$ cat src/cst_pkg.sv
// Package for the composite sync timing offset block: register map, field codes,
// reset values, timing counts and the configuration carriers.
// Assumes a 250 MHz APB clock and a master sample tick of one 18.5 ns step.
package cst_pkg;
	// Register byte addresses.
	localparam logic [7:0] CST_CTRL = 8'h00;
	localparam logic [7:0] CST_CMP_FMT = 8'h04;
	localparam logic [7:0] CST_CMP_VOFF = 8'h08;
	localparam logic [7:0] CST_CMP_HOFF = 8'h0C;
	localparam logic [7:0] CST_CMP_TC = 8'h10;
	localparam logic [7:0] CST_CMP_TCOFF = 8'h14;
	localparam logic [7:0] CST_CMP_POS = 8'h18;
	localparam logic [7:0] CST_BLANK = 8'h1C;
	localparam logic [7:0] CST_TRI_RATE = 8'h20;
	localparam logic [7:0] CST_BLK_BASE = 8'h40;
	localparam logic [7:0] CST_BLK_END = 8'h90;
	localparam logic [7:0] CST_BLK_FMT = 8'h00;
	localparam logic [7:0] CST_BLK_VOFF = 8'h04;
	localparam logic [7:0] CST_BLK_HOFF = 8'h08;
	localparam logic [7:0] CST_BLK_TCOFF = 8'h0C;
	// CTRL bits.
	localparam int CST_CTRL_SEL_ADV = 0;
	localparam int CST_CTRL_OFF_CLR = 1;
	localparam int CST_CTRL_RECALL = 2;
	localparam int CST_STAT_LOCK = 1;
	// Field positions.
	localparam int CST_TEST_LSB = 8;
	localparam int CST_FREF_BIT = 4;
	localparam int CST_SRC_LSB = 8;
	localparam int CST_DROP_BIT = 11;
	localparam int CST_BLANK_EN_BIT = 20;
	localparam int CST_SAMPLE_LSB = 16;
	// Format codes.
	localparam logic [1:0] CST_FMT_NTSC = 2'h0;
	localparam logic [1:0] CST_FMT_NTSC_J = 2'h1;
	localparam logic [1:0] CST_FMT_PAL = 2'h2;
	localparam logic [1:0] CST_FMT_HD = 2'h3;
	// Test signal counts per family.
	localparam logic [3:0] CST_TEST_NTSC_CNT = 4'hC;
	localparam logic [3:0] CST_TEST_PAL_CNT = 4'hB;
	// Offset ranges.
	localparam int CST_STEP_PS = 18500;
	localparam int CST_NTSC_LINE_PS = 63555600;
	localparam int CST_PAL_LINE_PS = 64000000;
	localparam int CST_H_NTSC = CST_NTSC_LINE_PS / CST_STEP_PS;
	localparam int CST_H_PAL = CST_PAL_LINE_PS / CST_STEP_PS;
	localparam int CST_V_NTSC = 525;
	localparam int CST_V_PAL = 1250;
	localparam int CST_FINE_MAX_NS = 10;
	// Timecode limits.
	localparam int CST_TC_HH_MAX = 23;
	localparam int CST_TC_MS_MAX = 59;
	localparam int CST_TC_FF_NTSC = 29;
	localparam int CST_TC_FF_PAL = 24;
	// Blank-on-unlock delay, seconds.
	localparam int CST_CLK_NS = 4;
	localparam int CST_SEC_CYCLES = 1000000000 / CST_CLK_NS;
	localparam logic [16:0] CST_BLANK_DLY_RST = 17'h0000A;
	localparam int CST_BLANK_OUT = 1;
	localparam int CST_N_BLK = 5;

	typedef struct packed {
		logic neg;
		logic [4:0] hh;
		logic [5:0] mm;
		logic [5:0] ss;
		logic [4:0] ff;
	} cst_tc_type;

	typedef struct packed {
		logic [1:0] fmt;
		logic [3:0] test;
		logic signed [11:0] voff;
		logic signed [12:0] hoff;
		logic [2:0] tc_src;
		logic drop;
		cst_tc_type tc_off;
	} cst_cmp_type;

	typedef struct packed {
		logic [1:0] fmt;
		logic fref;
		logic signed [11:0] voff;
		logic signed [15:0] coarse;
		logic signed [7:0] fine;
		logic [2:0] tc_src;
		logic drop;
		cst_tc_type tc_off;
	} cst_blk_type;

	typedef struct packed {
		logic [11:0] line;
		logic [11:0] sample;
	} cst_pos_type;
endpackage : cst_pkg

$ cat src/cst_timing.sv
// Composite sync timing offset block: APB register file, two composite output
// configurations with line/sample counters, and reference-burst output settings.
// Assumes sample_tick and int_frame_start come from the generator timebase on pclk;
// genlock pins are asynchronous and synchronised here.
//
// Contract
// - Composite horizontal offset spans minus one to plus one line, one 18.5 ns step.
// - Composite vertical offset spans 525 lines NTSC, 1250 lines PAL, either way.
// - Horizontal offset limited to 63.5556 us NTSC and 64.0000 us PAL.
// - Reset-offset command clears vertical and horizontal offset of selected output.
// - Offsets measured from genlock when locked, else from internal reference.
// - NTSC family offers twelve test signals, PAL eleven.
// - Format change may shock sync; downstream must tolerate loss of lock.
// - Two independent composite outputs; select command steps to the next.
// - Recall sets black outputs NTSC, field reference off, all offsets zero.
// - Recall disables timecode, zeroes its offset, enables drop frame (NTSC only).
// - Blank-on-unlock only on black output two; recall disables, delay ten seconds.
// - Separate tri-level rate for outputs one-three and four-five; recall non-integer.
// - Field reference and timecode act only on non-HD black formats.
// - Timecode offset up to 23:59:59:29, frames bounded by format frame rate.
`timescale 1ns/10ps
module cst_timing
	import cst_pkg::*;
#(
	parameter int SEC_CYCLES = CST_SEC_CYCLES
)
(
	// Clock and reset
	input wire logic pclk,
	input wire logic presetn,
	// APB slave
	input wire logic psel,
	input wire logic penable,
	input wire logic pwrite,
	input wire logic [7:0] paddr,
	input wire logic [31:0] pwdata,
	output logic [31:0] prdata,
	output logic pready,
	output logic pslverr,
	// Reference timing
	input wire logic sample_tick,
	input wire logic int_frame_start,
	input wire logic genlock_frame_pin,
	input wire logic genlock_locked_pin,
	// Composite outputs
	output cst_cmp_type [1:0] cmp_cfg,
	output cst_pos_type [1:0] cmp_pos,
	output logic [1:0] cmp_sync_shock,
	output logic composite_output_select,
	// Reference burst outputs
	output cst_blk_type [CST_N_BLK-1:0] reference_burst_outputs,
	output logic blank_second_output,
	output logic tri_rate_low_integer,
	output logic tri_rate_high_integer
);
	cst_cmp_type cmp_reg [2];
	cst_blk_type blk_reg [CST_N_BLK];
	cst_pos_type pos_reg [2];
	logic sel_reg;
	logic blank_en_reg;
	logic [16:0] blank_dly_reg;
	logic [1:0] tri_reg;
	logic [1:0] shock_reg;
	logic [31:0] prdata_reg;
	logic pslverr_reg;
	logic [2:0] gl_frame_sync_reg;
	logic [1:0] gl_lock_sync_reg;
	logic [31:0] sec_cnt_reg;
	logic [16:0] unlock_sec_reg;
	logic blank_reg;

	logic wr_en;
	logic setup;
	logic ref_start;
	logic ref_locked;
	logic cmd_adv;
	logic cmd_clr;
	logic cmd_recall;
	logic blk_hit;
	logic [2:0] blk_idx;
	logic [7:0] blk_off;

	function automatic logic is_pal(input logic [1:0] fmt);
		return fmt == CST_FMT_PAL;
	endfunction : is_pal

	function automatic logic v_ok(input logic [1:0] fmt, input logic signed [31:0] v);
		int lim;
		lim = is_pal(fmt) ? CST_V_PAL : CST_V_NTSC;
		return (v <= lim) && (v >= -lim);
	endfunction : v_ok

	function automatic logic h_ok(input logic [1:0] fmt, input logic signed [31:0] h);
		int lim;
		lim = is_pal(fmt) ? CST_H_PAL : CST_H_NTSC;
		return (h <= lim) && (h >= -lim);
	endfunction : h_ok

	function automatic logic tc_ok(input logic [1:0] fmt, input cst_tc_type t);
		int ffmax;
		ffmax = is_pal(fmt) ? CST_TC_FF_PAL : CST_TC_FF_NTSC;
		return (32'(t.hh) <= CST_TC_HH_MAX) && (32'(t.mm) <= CST_TC_MS_MAX) &&
			(32'(t.ss) <= CST_TC_MS_MAX) && (32'(t.ff) <= ffmax);
	endfunction : tc_ok

	function automatic logic test_ok(input logic [1:0] fmt, input logic [3:0] t);
		return t < (is_pal(fmt) ? CST_TEST_PAL_CNT : CST_TEST_NTSC_CNT);
	endfunction : test_ok

	// Counter preload: a negative horizontal offset borrows one line.
	function automatic cst_pos_type preload(input cst_cmp_type c);
		cst_pos_type p;
		logic signed [13:0] l;
		logic signed [13:0] s;
		logic signed [13:0] len;
		logic signed [13:0] frame;
		len = is_pal(c.fmt) ? 14'(CST_H_PAL) : 14'(CST_H_NTSC);
		frame = is_pal(c.fmt) ? 14'(2 * CST_V_PAL) : 14'(2 * CST_V_NTSC);
		s = 14'(c.hoff);
		l = 14'(c.voff);
		if (s < 0)
		begin
			s = s + len;
			l = l - 14'sd1;
		end
		if (s >= len)
		begin
			s = s - len;
			l = l + 14'sd1;
		end
		if (l < 0)
			l = l + frame;
		else if (l >= frame)
			l = l - frame;
		p.line = 12'(l);
		p.sample = 12'(s);
		return p;
	endfunction : preload

	function automatic cst_cmp_type cmp_default();
		cst_cmp_type c;
		c = '0;
		c.fmt = CST_FMT_NTSC;
		c.drop = 1'b1;
		return c;
	endfunction : cmp_default

	function automatic cst_blk_type blk_default();
		cst_blk_type b;
		b = '0;
		b.fmt = CST_FMT_NTSC;
		b.drop = 1'b1;
		return b;
	endfunction : blk_default

	assign setup = psel && !penable;
	assign pready = 1'b1;
	assign wr_en = psel && penable && pwrite;
	assign prdata = prdata_reg;
	assign pslverr = pslverr_reg;
	assign cmd_adv = wr_en && paddr == CST_CTRL && pwdata[CST_CTRL_SEL_ADV];
	assign cmd_clr = wr_en && paddr == CST_CTRL && pwdata[CST_CTRL_OFF_CLR];
	assign cmd_recall = wr_en && paddr == CST_CTRL && pwdata[CST_CTRL_RECALL];
	assign blk_hit = paddr >= CST_BLK_BASE && paddr < CST_BLK_END;
	assign blk_idx = 3'((paddr - CST_BLK_BASE) >> 4);
	assign blk_off = {4'h0, paddr[3:0]};

	// Genlock pins pass two flip-flops; the third stage only feeds the edge detector.
	always_ff @(posedge pclk or negedge presetn)
	begin
		if (!presetn)
		begin
			gl_frame_sync_reg <= '0;
			gl_lock_sync_reg <= '0;
		end
		else
		begin
			gl_frame_sync_reg <= {gl_frame_sync_reg[1:0], genlock_frame_pin};
			gl_lock_sync_reg <= {gl_lock_sync_reg[0], genlock_locked_pin};
		end
	end

	assign ref_locked = gl_lock_sync_reg[1];
	assign ref_start = ref_locked ? (gl_frame_sync_reg[1] && !gl_frame_sync_reg[2]) : int_frame_start;

	// Output select.
	always_ff @(posedge pclk or negedge presetn)
	begin
		if (!presetn)
			sel_reg <= 1'b0;
		else if (cmd_recall)
			sel_reg <= 1'b0;
		else if (cmd_adv)
			sel_reg <= ~sel_reg;
	end

	// Composite configuration; writes act on the selected output only, except recall, which resets both.
	always_ff @(posedge pclk or negedge presetn)
	begin
		if (!presetn)
		begin
			cmp_reg[0] <= cmp_default();
			cmp_reg[1] <= cmp_default();
			shock_reg <= '0;
		end
		else
		begin
			shock_reg <= '0;
			if (cmd_recall)
			begin
				cmp_reg[0] <= cmp_default();
				cmp_reg[1] <= cmp_default();
			end
			else if (cmd_clr)
			begin
				cmp_reg[sel_reg].voff <= '0;
				cmp_reg[sel_reg].hoff <= '0;
			end
			else if (wr_en && paddr == CST_CMP_FMT && pwdata[1:0] != CST_FMT_HD)
			begin
				// A new family may not fit the old offsets, so vertical and horizontal both restart at zero.
				if (pwdata[1:0] != cmp_reg[sel_reg].fmt)
				begin
					cmp_reg[sel_reg].fmt <= pwdata[1:0];
					cmp_reg[sel_reg].voff <= '0;
					cmp_reg[sel_reg].hoff <= '0;
					shock_reg[sel_reg] <= 1'b1;
				end
				if (test_ok(pwdata[1:0], pwdata[CST_TEST_LSB +: 4]))
					cmp_reg[sel_reg].test <= pwdata[CST_TEST_LSB +: 4];
				else
					cmp_reg[sel_reg].test <= '0;
			end
			else if (wr_en && paddr == CST_CMP_VOFF && v_ok(cmp_reg[sel_reg].fmt, 32'(signed'(pwdata[11:0]))))
				cmp_reg[sel_reg].voff <= pwdata[11:0];
			else if (wr_en && paddr == CST_CMP_HOFF && h_ok(cmp_reg[sel_reg].fmt, 32'(signed'(pwdata[12:0]))))
				cmp_reg[sel_reg].hoff <= pwdata[12:0];
			else if (wr_en && paddr == CST_CMP_TC)
			begin
				cmp_reg[sel_reg].tc_src <= pwdata[CST_SRC_LSB +: 3];
				cmp_reg[sel_reg].drop <= pwdata[CST_DROP_BIT];
			end
			else if (wr_en && paddr == CST_CMP_TCOFF && tc_ok(cmp_reg[sel_reg].fmt, pwdata[22:0]))
				cmp_reg[sel_reg].tc_off <= pwdata[22:0];
		end
	end

	// Line and sample counters of each composite output.
	generate
		for (genvar i = 0; i < 2; i++)
		begin : g_pos
			always_ff @(posedge pclk or negedge presetn)
			begin
				if (!presetn)
					pos_reg[i] <= '0;
				else if (ref_start)
					pos_reg[i] <= preload(cmp_reg[i]);
				else if (sample_tick)
				begin
					if (32'(pos_reg[i].sample) >= (is_pal(cmp_reg[i].fmt) ? CST_H_PAL : CST_H_NTSC) - 1)
					begin
						pos_reg[i].sample <= '0;
						if (32'(pos_reg[i].line) >= (is_pal(cmp_reg[i].fmt) ? 2 * CST_V_PAL : 2 * CST_V_NTSC) - 1)
							pos_reg[i].line <= '0;
						else
							pos_reg[i].line <= pos_reg[i].line + 12'h001;
					end
					else
						pos_reg[i].sample <= pos_reg[i].sample + 12'h001;
				end
			end
			assign cmp_cfg[i] = cmp_reg[i];
			assign cmp_pos[i] = pos_reg[i];
		end
	endgenerate

	// Reference burst output settings.
	always_ff @(posedge pclk or negedge presetn)
	begin
		if (!presetn)
		begin
			for (int n = 0; n < CST_N_BLK; n++)
				blk_reg[n] <= blk_default();
		end
		else if (cmd_recall)
		begin
			for (int n = 0; n < CST_N_BLK; n++)
				blk_reg[n] <= blk_default();
		end
		else if (wr_en && blk_hit)
		begin
			if (blk_off == CST_BLK_FMT)
			begin
				blk_reg[blk_idx].fmt <= pwdata[1:0];
				blk_reg[blk_idx].fref <= pwdata[CST_FREF_BIT];
				blk_reg[blk_idx].tc_src <= pwdata[CST_SRC_LSB +: 3];
				blk_reg[blk_idx].drop <= pwdata[CST_DROP_BIT];
			end
			else if (blk_off == CST_BLK_VOFF)
				blk_reg[blk_idx].voff <= pwdata[11:0];
			else if (blk_off == CST_BLK_HOFF)
			begin
				blk_reg[blk_idx].coarse <= pwdata[15:0];
				if (32'(signed'(pwdata[23:16])) <= CST_FINE_MAX_NS && 32'(signed'(pwdata[23:16])) >= -CST_FINE_MAX_NS)
					blk_reg[blk_idx].fine <= pwdata[23:16];
			end
			else if (blk_off == CST_BLK_TCOFF && tc_ok(blk_reg[blk_idx].fmt, pwdata[22:0]))
				blk_reg[blk_idx].tc_off <= pwdata[22:0];
		end
	end

	// Field reference, timecode and drop frame are masked where they do not apply.
	generate
		for (genvar n = 0; n < CST_N_BLK; n++)
		begin : g_blk
			always_comb
			begin
				reference_burst_outputs[n] = blk_reg[n];
				if (blk_reg[n].fmt == CST_FMT_HD)
				begin
					reference_burst_outputs[n].fref = 1'b0;
					reference_burst_outputs[n].tc_src = '0;
				end
				if (blk_reg[n].fmt != CST_FMT_NTSC)
					reference_burst_outputs[n].drop = 1'b0;
			end
		end
	endgenerate

	// Blank-on-unlock and tri-level rate settings.
	always_ff @(posedge pclk or negedge presetn)
	begin
		if (!presetn)
		begin
			blank_en_reg <= 1'b0;
			blank_dly_reg <= CST_BLANK_DLY_RST;
			tri_reg <= '0;
		end
		else if (cmd_recall)
		begin
			blank_en_reg <= 1'b0;
			blank_dly_reg <= CST_BLANK_DLY_RST;
			tri_reg <= '0;
		end
		else if (wr_en && paddr == CST_BLANK)
		begin
			blank_en_reg <= pwdata[CST_BLANK_EN_BIT];
			blank_dly_reg <= pwdata[16:0];
		end
		else if (wr_en && paddr == CST_TRI_RATE)
			tri_reg <= pwdata[1:0];
	end

	// Seconds of continuous unlock, counted only while blanking is armed.
	always_ff @(posedge pclk or negedge presetn)
	begin
		if (!presetn)
		begin
			sec_cnt_reg <= '0;
			unlock_sec_reg <= '0;
			blank_reg <= 1'b0;
		end
		else if (ref_locked || !blank_en_reg)
		begin
			sec_cnt_reg <= '0;
			unlock_sec_reg <= '0;
			blank_reg <= 1'b0;
		end
		else
		begin
			if (sec_cnt_reg >= 32'(SEC_CYCLES - 1))
			begin
				sec_cnt_reg <= '0;
				if (unlock_sec_reg != '1)
					unlock_sec_reg <= unlock_sec_reg + 17'h00001;
			end
			else
				sec_cnt_reg <= sec_cnt_reg + 32'h00000001;
			blank_reg <= unlock_sec_reg >= blank_dly_reg;
		end
	end

	assign blank_second_output = blank_reg && reference_burst_outputs[CST_BLANK_OUT].fmt != CST_FMT_HD;
	assign tri_rate_low_integer = tri_reg[0];
	assign tri_rate_high_integer = tri_reg[1];
	assign cmp_sync_shock = shock_reg;
	assign composite_output_select = sel_reg;

	// Read data is captured in the setup phase and held through the access phase.
	always_ff @(posedge pclk or negedge presetn)
	begin
		if (!presetn)
		begin
			prdata_reg <= '0;
			pslverr_reg <= 1'b0;
		end
		else if (setup)
		begin
			prdata_reg <= '0;
			pslverr_reg <= 1'b0;
			if (paddr == CST_CTRL)
				prdata_reg <= {30'h0, ref_locked, sel_reg};
			else if (paddr == CST_CMP_FMT)
				prdata_reg <= {20'h0, cmp_reg[sel_reg].test, 6'h0, cmp_reg[sel_reg].fmt};
			else if (paddr == CST_CMP_VOFF)
				prdata_reg <= 32'(cmp_reg[sel_reg].voff);
			else if (paddr == CST_CMP_HOFF)
				prdata_reg <= 32'(cmp_reg[sel_reg].hoff);
			else if (paddr == CST_CMP_TC)
				prdata_reg <= {20'h0, cmp_reg[sel_reg].drop, cmp_reg[sel_reg].tc_src, 8'h0};
			else if (paddr == CST_CMP_TCOFF)
				prdata_reg <= {9'h0, cmp_reg[sel_reg].tc_off};
			else if (paddr == CST_CMP_POS)
				prdata_reg <= {4'h0, pos_reg[sel_reg].sample, 4'h0, pos_reg[sel_reg].line};
			else if (paddr == CST_BLANK)
				prdata_reg <= {11'h0, blank_en_reg, 3'h0, blank_dly_reg};
			else if (paddr == CST_TRI_RATE)
				prdata_reg <= {30'h0, tri_reg};
			else if (blk_hit && blk_off == CST_BLK_FMT)
				prdata_reg <= {20'h0, blk_reg[blk_idx].drop, blk_reg[blk_idx].tc_src, 3'h0,
					blk_reg[blk_idx].fref, 2'h0, blk_reg[blk_idx].fmt};
			else if (blk_hit && blk_off == CST_BLK_VOFF)
				prdata_reg <= 32'(blk_reg[blk_idx].voff);
			else if (blk_hit && blk_off == CST_BLK_HOFF)
				prdata_reg <= {8'h0, blk_reg[blk_idx].fine, blk_reg[blk_idx].coarse};
			else if (blk_hit && blk_off == CST_BLK_TCOFF)
				prdata_reg <= {9'h0, blk_reg[blk_idx].tc_off};
			else
				pslverr_reg <= 1'b1;
		end
	end
endmodule : cst_timing

$ cat config.mk
export PLATFORM = sky130hd
export DESIGN_NAME = cst_timing
export DESIGN_NICKNAME = d
export VERILOG_FILES = /design/src/cst_pkg.sv /design/src/cst_timing.sv
export SDC_FILE = /design/constraint.sdc
export NUM_CORES = 2
export LEC_CHECK = 0
export ABC_AREA = 1
export BUFFER_PORTS_ARGS = -buffer_cell sky130_fd_sc_hd__buf_4
export CAP_MARGIN = 0
export CELL_PAD_IN_SITES_DETAIL_PLACEMENT = 1
export CELL_PAD_IN_SITES_GLOBAL_PLACEMENT = 1
export CORE_ASPECT_RATIO = 0.7
export CORE_UTILIZATION = 46
export CTS_CLUSTER_SIZE = 40
export DETAILED_ROUTE_END_ITERATION = 10
export PLACE_DENSITY = 0.84
export SLEW_MARGIN = 40
export SYNTH_ARGS = -nofsm -noshare
export SYNTH_HDL_FRONTEND = slang
export SYNTH_SLANG_ARGS = --single-unit
$ cat constraint.sdc
create_clock -name pclk -period 10.2 [get_ports pclk]
set_clock_uncertainty 0.2 [all_clocks]
set_input_delay 2.04 -clock pclk [delete_from_list [all_inputs] [get_ports pclk]]
set_output_delay 2.04 -clock pclk [all_outputs]
set_load 0.1 [all_outputs]
# After elaboration in Yosys (flattened, before gate mapping)
# Cells that the tools add are included.
[op_classes] addsub=25 magnitude_cmp=34 eq_ne=26 muxes=182 bitwise_logic=3 n_reduce_logical=64
[op_table] cell="$bwmux W330" count=8
[op_table] cell="$mux W330" count=7
[op_table] cell="$demux W66 S3" count=8
[op_table] cell="$bwmux W116" count=12
[op_table] cell="$mux W116" count=12
[op_table] cell="$mux W32" count=13
[op_table] cell="$demux W58 S1" count=7
[op_table] cell="$mux W24" count=10
[op_table] cell="$mux W58" count=4
[op_table] cell="$bmux W66 S3" count=1
[op_table] cell="$mux W66" count=3
[op_table] cell="$mux W12" count=16
[op_table] cell="$mux W14" count=12
[op_table] cell="$ge A12 B32 Y1" count=5
[op_table] cell="$mux W17" count=5
[op_table] cell="$mux W23" count=3
[op_table] cell="$mux W64" count=1
[op_table] cell="$mux W63" count=1
[op_table] cell="$ge A14 B13 Y1" count=4
[op_table] cell="$mux W56" count=1
[op_table] cell="$mux W27" count=2
[op_table] cell="$mux W52" count=1
[op_table] cell="$sub A12 B1 Y13 const B" count=4
[op_table] cell="$mux W51" count=1
[op_table] cell="other kinds (62)" count=193
[totals] regBits=605 output_inout_bits=534 wordCells=432

# Depth between registers and ports, before layout
[logic_depth] ltp_word=18 mapped_depth=42

# Worst setup path after synthesis
# OpenSTA, ideal clock, no wires.
[synth_timing] path_kind="register -> register" startpoint="register cmp_reg (netlist bit cmp_cfg[57])" endpoint="register pos_reg (netlist bit cmp_pos[16])" setup_ns=0.120 arrival_time_ns=6.811 required_time_ns=9.880 path_slack_ns=3.068 stages_incl_launch_ff=41 path_buffers=2 synth_period_minus_slack_ns=7.132 path_cell_list="dfrtp_1 inv_1 nor2_1 inv_1 ha_1 a21o_1 nor2_1 o21ai_2 xor2_1 nand2_1 o21ai_0 ha_1 nand2_1 inv_1 nand4_1 nand3_1 nand2_1 nand2_1 [... 5 more ...] nand4_1 xor2_1 inv_1 ha_1 buf_2 inv_1 nor4_1 nand4_1 nor2_1 nand3_1 nand3_1 nand2_2 a21oi_2 nand2_1 nand3_1 o21ai_1 nand2_1 nand2_1"
[synth_via] elab_chain_cells=12 elab_cells_between_ends=27 classes_between="add/sub: 5; order compare: 5; eq/ne: 1; mux: 14; reduce/logical: 2"
[synth_lines] element="start, declared" line="cst_timing.sv:56" text="cst_cmp_type cmp_reg [2];"
[synth_lines] element="$eq A2 B2 Y1 (*)" line="cst_timing.sv:84" text="return fmt == CST_FMT_PAL;"
[synth_lines] element="$mux W8" line="cst_timing.sv:117, cst_timing.sv:260"
[synth_lines] element="$add A13 B13 Y14" line="cst_timing.sv:123" text="s = s + len;"
[synth_lines] element="$mux W14" line="cst_timing.sv:121" text="if (s < 0)"
[synth_lines] element="$mux W14" line="cst_timing.sv:256" text="else if (ref_start)"
[synth_lines] element="$ge A14 B13 Y1" line="cst_timing.sv:126" text="if (s >= len)"
[synth_lines] element="$mux W14" line="cst_timing.sv:126"
[synth_lines] element="$mux W14" line="cst_timing.sv:256"
[synth_lines] element="$sub A12 B12 Y12 / $ge A14 B13 Y1 (equally long branches)" line="cst_timing.sv:134, cst_timing.sv:133"
[synth_lines] element="$mux W12" line="cst_timing.sv:133" text="else if (l >= frame)"
[synth_lines] element="$mux W12" line="cst_timing.sv:131" text="if (l < 0)"
[synth_lines] element="$mux W24" line="cst_timing.sv:256"
[synth_lines] element="end signal, assigned by index" line="cst_timing.sv:257" text="pos_reg[i] <= preload(cmp_reg[i]);"
[synth_lines] element="end, declared" line="cst_timing.sv:58" text="cst_pos_type pos_reg [2];"
# Mark *: on every way between the ends. The rest lies on a longest branch, timed or not. The select of a mux whose other input is x is not followed.
# A chain may end at the register's enable or synchronous reset.

# Final worst setup path
# Same ends and word-level chain as after synthesis.

==> out/results.ini <==
[timing]
hold_violations = 0
hold_ws_ns = 0.152
drv_slew = 0
finalCriticalPeriod_ns = 7.46
period_share = 0.732
finalSetupViolations = 0
max_freq_mhz = 134
tightestPinTransition_ns = 0.935
rsz0062_at_grt = false
fin_ws_ns = 2.74
max_slew_margin = 0.370
setup-tns-final_ns = 0

[floorplanning]
die_w_um = 354
dieArea_mm2 = 0.0879
ioPinCount = 583
core_area_mm2 = 0.0851
start_util = 0.469
fp-row-count = 89
die_y_um = 248

[drt]
first_pass_iters = 6
wl_um = 192000
drt_iter0_markers = 5447
wire_per_inst_um = 28.9
vias_per_cell = 6.32
drt_drc_violations_left = 0
via_count = 42000
antenna_left = 0

[clock_tree]
clkTransAtPathRegs_ns = 0.06
root_buffer = clkbuf_16
numClockSinks = 602
cts_tree = done
insertion_delay_ns = 0.65
htree_num_levels = 3
post-cts-setup-buffers = 0
clk_path_buf_depth = 3
ctsHoldBuffers = 0
cts_resized = 0
numCtsBuffers = 66

[pwr]
finalPower_mw = 7.69
p_per_area_mw_per_mm2 = 169
max-vdd-ir-drop_mv = 0.173
leakagePower_nw = 21.6

[logic_synthesis]
yosysSeqAreaShare = 0.378
synth_warnings = 0
synth_top_area_cell = dfrtp_1
synth-main-ff-cell = dfrtp_1
synth-seq-cells = 602
synth_cell_types = 80
synth_area_leaders = dfrtp_1 37%, nand2_1 9.4%, o21ai_0 6.6%
synthCells = 5298
synthArstFlopShare = 1.00
avgSynthCellArea_um2 = 7.52
synth_edf_count = 0
synth_top_area_share = 0.372
syn_area_mm2 = 0.0399

[min_path]
hold_path_class = flip-flop to flip-flop
hold_path_depth = 0

[global_route]
first_global_vias = 41300
antenna_found_initial = 13
grt_max_degree = 155
grt_pass1_wl_um = 279000
grtUsageTotal = 0.428
grt.overflow.total = 0

[critical_path]
reg2reg_depth = 40
slowest_stage = dfrtp_1
crit_type = flip-flop to flip-flop
cp_max_fo = 21
cp_slowest_stage_delay_ns = 0.48
crit_path_frequent_cell = nand2_1
arrival_ns = 7.79
crit_path_end_kind = flip-flop
worst_setup_path_start_kind = flip-flop
cp.required_ns = 10.52

[placement]
port_buffers = 573
routabilityCongestion = 1.04
dp.cells = 6530
dp_hpwl_um = 146000
placed_area_mm2 = 0.0429
post-place-ws_ns = 2.52

[finish]
nNetsFinal = 5648
stdcell_area_mm2 = 0.0454
final_util = 0.534
drive_above_1_share = 0.171
largest_reg_flops = 305
stdcell_count = 6655
syn_to_final_growth_pct = 13.9

[job]
cap_viol_max_count = 0

[run_status]
status = complete, no violations

-- synthesized netlist by cell type, types with 18 or more instances --
master / n
a21oi_1: 308
a22oi_1: 21
a31oi_1: 24
buf_2: 36
buf_4: 313
clkbuf_1: 188
dfrtp_1: 593
ha_1: 131
inv_1: 573
inv_2: 33
nand2_1: 1003
nand2_2: 25
nand3_1: 249
nand4_1: 69
nor2_1: 399
nor3_1: 72
o2111ai_1: 18
o211ai_1: 76
o21ai_0: 524
o21ai_1: 28
o221ai_1: 26
o22ai_1: 159
o31ai_1: 31
o32ai_1: 30
o41ai_1: 34
xnor2_1: 28
xor2_1: 66
-- layer usage --
metal | vias up | GRT usage | wire (um) | part of all wire
met5 | - | 0 | 116 | 0.00060
met4 | 16 | 0.192 | 9670 | 0.050
met3 | 526 | 0.168 | 26700 | 0.14
met2 | 2638 | 0.584 | 76000 | 0.40
met1 | 20900 | 0.592 | 79700 | 0.41
li1 | 17900 | - | - | -
-- critical path: cells and delay by family (launching register included) --
kind / cells / cell delay (ns)
xor+xnor: 2 / 0.34
fa+ha+maj: 3 / 1.29
buf+inv: 7 / 1.10
compound gates: 5 / 0.94
flops: 1 / 0.48
simple gates: 23 / 2.96
-- cells in the final DEF (no fill, tap or decap), types with 69 or more instances in the layout --
master / count
nand3_1: 248
o21ai_0: 523
nand2_1: 999
nor3_1: 72
nor2_1: 388
nand4_1: 69
dfrtp_1: 590
o211ai_1: 76
o22ai_1: 159
buf_4: 638
a21oi_1: 306
ha_1: 131
inv_1: 569
-- logic make-up after synthesis --
logic type,synth area share
mux,0.00110
simple gates,0.209
other cells,0.000188
flops,0.378
fa+ha+maj,0.0431
xor+xnor,0.0219
buf+inv,0.142
compound gates,0.205
-- area by class of cell --
class	count	area, um^2
Sequential cell	602	15100
Antenna cell	2	5.00
Timing Repair Buffer	646	4930
Clock inverter	27	495
Multi-Input combinational cell	3529	19200
Inverter	619	2330
Fill cell	10700	39700
Tap cell	1137	1420
Clock buffer	93	1910
-- final timing paths --
path                                           from                           end  slack (ns)
worst max-delay path                    cmp_cfg[57]                   cmp_pos[16]        2.74
worst min-delay path            gl_lock_sync_reg[0]           gl_lock_sync_reg[1]        0.15
worst max register to register          cmp_cfg[57]                   cmp_pos[16]        2.74
worst min register to register  gl_lock_sync_reg[0]           gl_lock_sync_reg[1]        0.15
max in group asynchronous                   presetn  reference_burst_outputs[229]        6.63
min in group asynchronous                   presetn  reference_burst_outputs[138]        1.17
-- where the power goes --
part / internal (mW) / switching, mW
combinational: 0.465 / 1.74
clock: 1.61 / 1.14
sequential: 2.50 / 0.240
Power figures use the tool's default switching activity.
